File: config.mk
export PLATFORM = sky130hd
export DESIGN_NAME = vism_mapper
export DESIGN_NICKNAME = d
export VERILOG_FILES = /design/src/vism_pkg.sv /design/src/vism_mapper.sv
export SDC_FILE = /design/constraint.sdc
export NUM_CORES = 1
export LEC_CHECK = 0
export BUFFER_PORTS_ARGS = -buffer_cell sky130_fd_sc_hd__buf_2
export CAP_MARGIN = 20
export CORE_ASPECT_RATIO = 0.8
export CORE_MARGIN = 2
export CORE_UTILIZATION = 40
export DETAILED_ROUTE_END_ITERATION = 10
export GPL_ROUTABILITY_DRIVEN = 0
export SLEW_MARGIN = 40
export SYNTH_ARGS = -nofsm -noshare
export SYNTH_HDL_FRONTEND = slang
export SYNTH_SLANG_ARGS = --single-unit
File: constraint.sdc
create_clock -name pclk -period 1.8 [get_ports pclk]
set_input_delay 0.18 -clock pclk [delete_from_list [all_inputs] [get_ports pclk]]
set_output_delay 0.18 -clock pclk [all_outputs]
set_load 0.005 [all_outputs]
File: src/vism_pkg.sv
// Constants and types of the virtual input signal mapper
package vism_pkg;

  //----------------------------------------------------------------
  // Register map, byte addresses
  //----------------------------------------------------------------
  localparam int          ADDR_W            = 8;
  localparam logic [7:0]  OFS_PORT_ONE_SEL  = 8'h00;
  localparam logic [7:0]  OFS_PORT_TWO_SEL  = 8'h04;
  localparam logic [7:0]  OFS_LOWER_INV     = 8'h08;
  localparam logic [7:0]  OFS_UPPER_INV     = 8'h0C;
  localparam logic [7:0]  OFS_FUNC_STATUS   = 8'h10;
  localparam logic [7:0]  OFS_VIRT_STATUS   = 8'h14;

  //----------------------------------------------------------------
  // Reset values and field layout
  //----------------------------------------------------------------
  localparam logic [31:0] RST_PORT_ONE_SEL  = 32'h13121110;
  localparam logic [31:0] RST_PORT_TWO_SEL  = 32'h0F0E0D0C;
  localparam logic [3:0]  RST_LOWER_INV     = 4'h0;
  localparam logic [3:0]  RST_UPPER_INV     = 4'h0;
  localparam int          CODE_W            = 8;
  localparam int          BITS_PER_PORT     = 4;
  localparam int          VIRT_BITS         = 8;
  localparam int          NUM_FUNC          = 27;
  localparam logic [7:0]  CODE_MAX          = 8'h1A;

  //----------------------------------------------------------------
  // Function codes used by name
  //----------------------------------------------------------------
  localparam logic [7:0]  FN_SERVO_ON       = 8'h00;
  localparam logic [7:0]  FN_CONTROL_MODE   = 8'h01;
  localparam logic [7:0]  FN_POS_OVERTRAVEL = 8'h02;
  localparam logic [7:0]  FN_ALARM_CLEAR    = 8'h04;
  localparam logic [7:0]  FN_ANALOG_SELECT  = 8'h1A;

  // Settings that steer the routing
  typedef struct packed {
    logic [31:0] port_one_function_select;
    logic [31:0] port_two_function_select;
    logic [3:0]  lower_bits_invert_select;
    logic [3:0]  upper_bits_invert_select;
  } vism_cfg_t;

endpackage

File: src/vism_mapper.sv
// APB register file and routing of virtual input bits onto drive functions
`timescale 1ns/1ps
module vism_mapper (
  input  wire logic                          pclk,
  input  wire logic                          presetn,
  input  wire logic                          psel,
  input  wire logic                          penable,
  input  wire logic                          pwrite,
  input  wire logic [vism_pkg::ADDR_W-1:0]   paddr,
  input  wire logic [31:0]                   pwdata,
  output logic      [31:0]                   prdata,
  output logic                               pready,
  output logic                               pslverr,
  input  wire logic [vism_pkg::VIRT_BITS-1:0] virt_in,
  output logic      [vism_pkg::NUM_FUNC-1:0] func_out
);

  //----------------------------------------------------------------
  // Bus handshake
  //----------------------------------------------------------------
  vism_pkg::vism_cfg_t                 cfg_reg;
  logic [vism_pkg::NUM_FUNC-1:0]       func_next;
  logic [vism_pkg::VIRT_BITS-1:0]      level_next;
  logic [vism_pkg::VIRT_BITS-1:0]      inv_all;
  logic [31:0]                         rdata_next;
  logic                                addr_hit;
  logic                                addr_ro;
  logic                                access;
  logic                                wr_ok;

  // One wait state: pready rises on the second access cycle
  assign access = psel & penable & pready;
  assign wr_ok  = access & pwrite & addr_hit & ~addr_ro;

  always_ff @(posedge pclk or negedge presetn) begin
    if (!presetn) begin
      pready <= 1'b0;
    end else begin
      pready <= psel & penable & ~pready;
    end
  end

  //----------------------------------------------------------------
  // Address decode and read mux
  //----------------------------------------------------------------
  always_comb begin
    addr_hit   = 1'b1;
    addr_ro    = 1'b0;
    rdata_next = 32'h00000000;
    case (paddr)
      vism_pkg::OFS_PORT_ONE_SEL: begin
        rdata_next = cfg_reg.port_one_function_select;
      end
      vism_pkg::OFS_PORT_TWO_SEL: begin
        rdata_next = cfg_reg.port_two_function_select;
      end
      vism_pkg::OFS_LOWER_INV: begin
        rdata_next[3:0] = cfg_reg.lower_bits_invert_select;
      end
      vism_pkg::OFS_UPPER_INV: begin
        rdata_next[3:0] = cfg_reg.upper_bits_invert_select;
      end
      vism_pkg::OFS_FUNC_STATUS: begin
        addr_ro = 1'b1;
        rdata_next[vism_pkg::NUM_FUNC-1:0] = func_out;
      end
      vism_pkg::OFS_VIRT_STATUS: begin
        addr_ro = 1'b1;
        rdata_next[vism_pkg::VIRT_BITS-1:0] = virt_in;
      end
      default: begin
        addr_hit = 1'b0;
      end
    endcase
  end

  // Read data and error are loaded with the rising pready
  always_ff @(posedge pclk or negedge presetn) begin
    if (!presetn) begin
      prdata  <= 32'h00000000;
      pslverr <= 1'b0;
    end else if (psel & penable & ~pready) begin
      prdata  <= pwrite ? 32'h00000000 : rdata_next;
      pslverr <= ~addr_hit | (pwrite & addr_ro);
    end else begin
      prdata  <= 32'h00000000;
      pslverr <= 1'b0;
    end
  end

  //----------------------------------------------------------------
  // Setting registers
  //----------------------------------------------------------------
  always_ff @(posedge pclk or negedge presetn) begin
    if (!presetn) begin
      cfg_reg.port_one_function_select <= vism_pkg::RST_PORT_ONE_SEL;
      cfg_reg.port_two_function_select <= vism_pkg::RST_PORT_TWO_SEL;
      cfg_reg.lower_bits_invert_select <= vism_pkg::RST_LOWER_INV;
      cfg_reg.upper_bits_invert_select <= vism_pkg::RST_UPPER_INV;
    end else if (wr_ok) begin
      case (paddr)
        vism_pkg::OFS_PORT_ONE_SEL: begin
          cfg_reg.port_one_function_select <= pwdata;
        end
        vism_pkg::OFS_PORT_TWO_SEL: begin
          cfg_reg.port_two_function_select <= pwdata;
        end
        vism_pkg::OFS_LOWER_INV: begin
          cfg_reg.lower_bits_invert_select <= pwdata[3:0];
        end
        vism_pkg::OFS_UPPER_INV: begin
          cfg_reg.upper_bits_invert_select <= pwdata[3:0];
        end
        default: begin
        end
      endcase
    end
  end

  //----------------------------------------------------------------
  // Routing
  //----------------------------------------------------------------
  assign inv_all    = {cfg_reg.upper_bits_invert_select, cfg_reg.lower_bits_invert_select};
  assign level_next = virt_in ^ inv_all;

  // Codes above the table select nothing; unselected functions stay low
  always_comb begin
    logic [63:0] codes;
    codes     = {cfg_reg.port_two_function_select, cfg_reg.port_one_function_select};
    func_next = '0;
    for (int i = 0; i < vism_pkg::VIRT_BITS; i++) begin
      for (int f = 0; f < vism_pkg::NUM_FUNC; f++) begin
        if (codes[i*vism_pkg::CODE_W +: vism_pkg::CODE_W] == 8'(f)) begin
          func_next[f] = func_next[f] | level_next[i];
        end
      end
    end
  end

  always_ff @(posedge pclk or negedge presetn) begin
    if (!presetn) begin
      func_out <= '0;
    end else begin
      func_out <= func_next;
    end
  end

  //----------------------------------------------------------------
  // Checks
  //----------------------------------------------------------------
  logic [7:0] c0;
  logic [7:0] c1;
  logic [7:0] c4;
  logic       only_c0_servo;
  logic       only_c1_mode;
  logic       only_c4_ot;
  logic       no_alarm_code;

  assign c0 = cfg_reg.port_one_function_select[7:0];
  assign c1 = cfg_reg.port_one_function_select[15:8];
  assign c4 = cfg_reg.port_two_function_select[7:0];

  function automatic logic count_code(input logic [63:0] w, input logic [7:0] code, input int skip);
    logic hit;
    hit = 1'b0;
    for (int k = 0; k < vism_pkg::VIRT_BITS; k++) begin
      if (k != skip && w[k*8 +: 8] == code) begin
        hit = 1'b1;
      end
    end
    return hit;
  endfunction

  assign only_c0_servo = (c0 == vism_pkg::FN_SERVO_ON) &&
    !count_code({cfg_reg.port_two_function_select, cfg_reg.port_one_function_select}, vism_pkg::FN_SERVO_ON, 0);
  assign only_c1_mode  = (c1 == vism_pkg::FN_CONTROL_MODE) &&
    !count_code({cfg_reg.port_two_function_select, cfg_reg.port_one_function_select}, vism_pkg::FN_CONTROL_MODE, 1);
  assign only_c4_ot    = (c4 == vism_pkg::FN_POS_OVERTRAVEL) &&
    !count_code({cfg_reg.port_two_function_select, cfg_reg.port_one_function_select},
                vism_pkg::FN_POS_OVERTRAVEL, 4);
  assign no_alarm_code =
    !count_code({cfg_reg.port_two_function_select, cfg_reg.port_one_function_select}, vism_pkg::FN_ALARM_CLEAR, 99);
endmodule

==> flow_summary.toml <==
[cells_and_area]
diodes = 0
fin_nets = 996
largest_reg_flops = 48
nFillCells = 1624
drive_gt1_share_pct = 40.5
areaGrowthSynthToFinish_pct = 33.3
stdcell_area_um2 = 9890

[setup_path]
cp_slowest_cell = "xor2_1"
crit_required_ns = 2.15
cp_max_fo = 4
cp.arrival_ns = 2.09
crit_chain = "xor2_1 > nand2_1 > nor2_1 > nand3_1 > nand4_1"
r2r-start = "cfg_reg[1]"
crit_start = "cfg_reg[1]"
critical-path-max-stage-delay_ns = 0.46
crit_path_end_kind = "flop"
startpoint_type = "flop"
setup.worst_path.class = "flop to flop"

[floorplan]
die_x_um = 156
dieArea_um2 = 19700
die_h_um = 126
start_util_pct = 40.8
pin_count = 114
coreArea_um2 = 18200
rows = 44

[yosys]
synthSimpleGateAreaFrac_pct = 21.3
synth_top_family_by_area = "simple AND/OR/NAND/NOR gates"
synth_top_area_share_pct = 38.1
synth_mux_area_share_pct = 17.2
ys_async_sr_fraction_pct = 100
synth_seq_area_share_pct = 45.2
ys_ff_latch = 133
syn_avg_cell_area_um2 = 10.1
synth_fa_ha_area_share_pct = 0
synth_edf_count = 0
synth-main-ff-cell = "dfrtp_1"
synth_compound_area_share_pct = 12.2
synth-xor-area-share_pct = 1.30
synthDistinctLibCells = 53
syn_nets = 786
synth.area.top_cells = "dfrtp_1 38%, mux2_2 12%, dfstp_2 7.1%, nor2_1 4.8%, mux2i_1 3.5%"
synth_warnings = 0
syn-cell-area_um2 = 7420
synthCells = 733
yosys.area.top_type = "dfrtp_1"

[sta]
skew_ns = 0.0136
layout_setup_ws_ns = 0.0566
worstMarginPinSlew_ns = 0.665
fmax_ghz = 0.574
hold_violations = 0
maxSlewViolCount = 0
slew_headroom_pct = 55.3
fin_crit_sh_pct = 96.9
timing.final.crit_period_ns = 1.74
hold_ws_ns = 0.0107
setup_violations = 0
rsz0062_at_grt = "true"

[routing]
drt-initial-drc-count = 950
routed_wl_mm = 24.7
vias = 7030
post_drt_wl_per_cell_um = 20.9
drc = 0
drtAntennaViolNets = 0
post_drt_via_cell_ratio = 5.93
firstDrtPassIters = 6

[global_routing]
overflow = 0
antenna_found_initial = 0
grtUsageTotal_pct = 25.7
grt_pass1_wl_mm = 37.9
grt_max_degree = 45
grt_pass1_vias = 6486

[clocking]
cts_tree = "done"
clock_sinks = 133
numCtsBuffers = 17
clock_latency_ns = 0.43
h-tree-depth = 4
cts_buffer_depth = 2
cts.clk_slew.worst_paths_ns = 0.06
cts_root_buffer = "clkbuf_16"

[placed_design]
portBuffers = 113
place_ws_ns = -0.195
place_area_um2 = 8870
hpwl_mm = 18.7

[worst_hold_path]
min_from = "pwdata[21]"
min-delay-path-class = "input pin to flop"

[power_and_ir_drop]
cellPowerDensity_nw_per_um2 = 712
ir_drop_uv = 587
p_leak_uw = 0.00472

[outcome]
status = "finished, final reports clean"

[run]
drv_cap = 0
cells by family (layout without fill, tap and decap cells):
| kind of cell | Yosys count | in the layout |
|---|---|---|
| AND/OR/NAND/NOR | 304 | 304 |
| flip-flops | 133 | 133 |
| AO/OA/AOI/OAI | 129 | 129 |
| multiplexers | 112 | 112 |
| buffers and inverters | 44 | 267 |
| XOR/XNOR | 11 | 11 |
per-stage QoR:
step	power (µW)	utilization, %	setup TNS [ns]	cells
finish	7040	54.4	0	1186
global route	7290	54.4	-0.0915	1186
CTS	7100	53.5	0	1186
detailed placement	3460	48.8	-9.23	1130
global placement	3460	48.8	-8.10	1130
floorplan	3210	-	-3.07	733
cell usage in the layout (no fill, tap or decap), types with 12 or more instances in the layout:
master | Yosys | routed
a21oi_1 | 25 | 25
a221oi_1 | 21 | 12
a22oi_1 | 27 | 27
buf_2 | 3 | 112
buf_4 | 0 | 87
clkbuf_16 | 0 | 17
dfrtp_1 | 113 | 113
dfstp_2 | 20 | 20
dlygate4sd3_1 | 0 | 24
mux2_2 | 82 | 82
mux2i_1 | 26 | 26
nand2_1 | 48 | 48
nand3_1 | 33 | 33
nor2_1 | 95 | 93
nor2b_1 | 19 | 18
nor3_1 | 18 | 17
o22ai_1 | 26 | 25
worst max-delay path: cells and delay by family (launching register included):
kind	cells	cell delay, ns
and+or+nand+nor	4	0.79
DFF	1	0.41
xor gates and xnor gates	1	0.46
power breakdown:
part / leakage, µW / total, µW / internal, µW / switching, µW
combinational: 0.00265 / 439 / 191 / 247
clock: 0.000291 / 3590 / 2120 / 1470
sequential: 0.00178 / 3020 / 3000 / 12.1
synthesized netlist by cell type, drive strengths merged (18+ instances only):
| cell | n |
|---|---|
| mux2i | 26 |
| o22ai | 26 |
| nand2 | 49 |
| dfstp | 20 |
| nor2b | 19 |
| a22oi | 27 |
| dfrtp | 113 |
| a21oi | 25 |
| nor2 | 95 |
| nor3 | 18 |
| a221oi | 21 |
| mux2 | 82 |
| clkbuf | 23 |
| nand3 | 33 |
cell type report:
type                    instances  area, µm²  share of cell area [%]
clock buffers                  18        439                    4.44
inverters                       5       18.8                   0.190
multi-input cells             556       4040                    40.9
flip-flops and latches        133       3350                    33.9
clock inverters                14        165                    1.67
well taps                     230        288                    2.91
repair buffers                230       1590                    16.0
per-layer routing:
layer	up-vias	share of wire, %	GRT usage (%)
met3	80	11	9.12
li1	3168	-	-
met4	0	3.3	8.53
met2	420	42	35.2
met5	-	0	0
met1	3362	44	37.5
what timing repair did:
action,CTS,global route
endpoints found under the hold margin,75,0
endpoints found under the setup margin,9,26
gates resized for setup,3,30
pin swaps,0,3
hold buffers,24,0
setup buffers,0,1
final timing paths:
kind	to	slack, ns	cells past startpoint
hold / removal	cfg_reg[29]	0.01	2
max in group asynchronous	cfg_reg[16]	0.93	3
setup / recovery	func_out[14]	0.06	5
min in group asynchronous	c4[0]	0.24	2
setup reg to reg	func_out[14]	0.06	5
hold reg to reg	cfg_reg[38]	0.54	1
(Power assumes the default switching activity.)
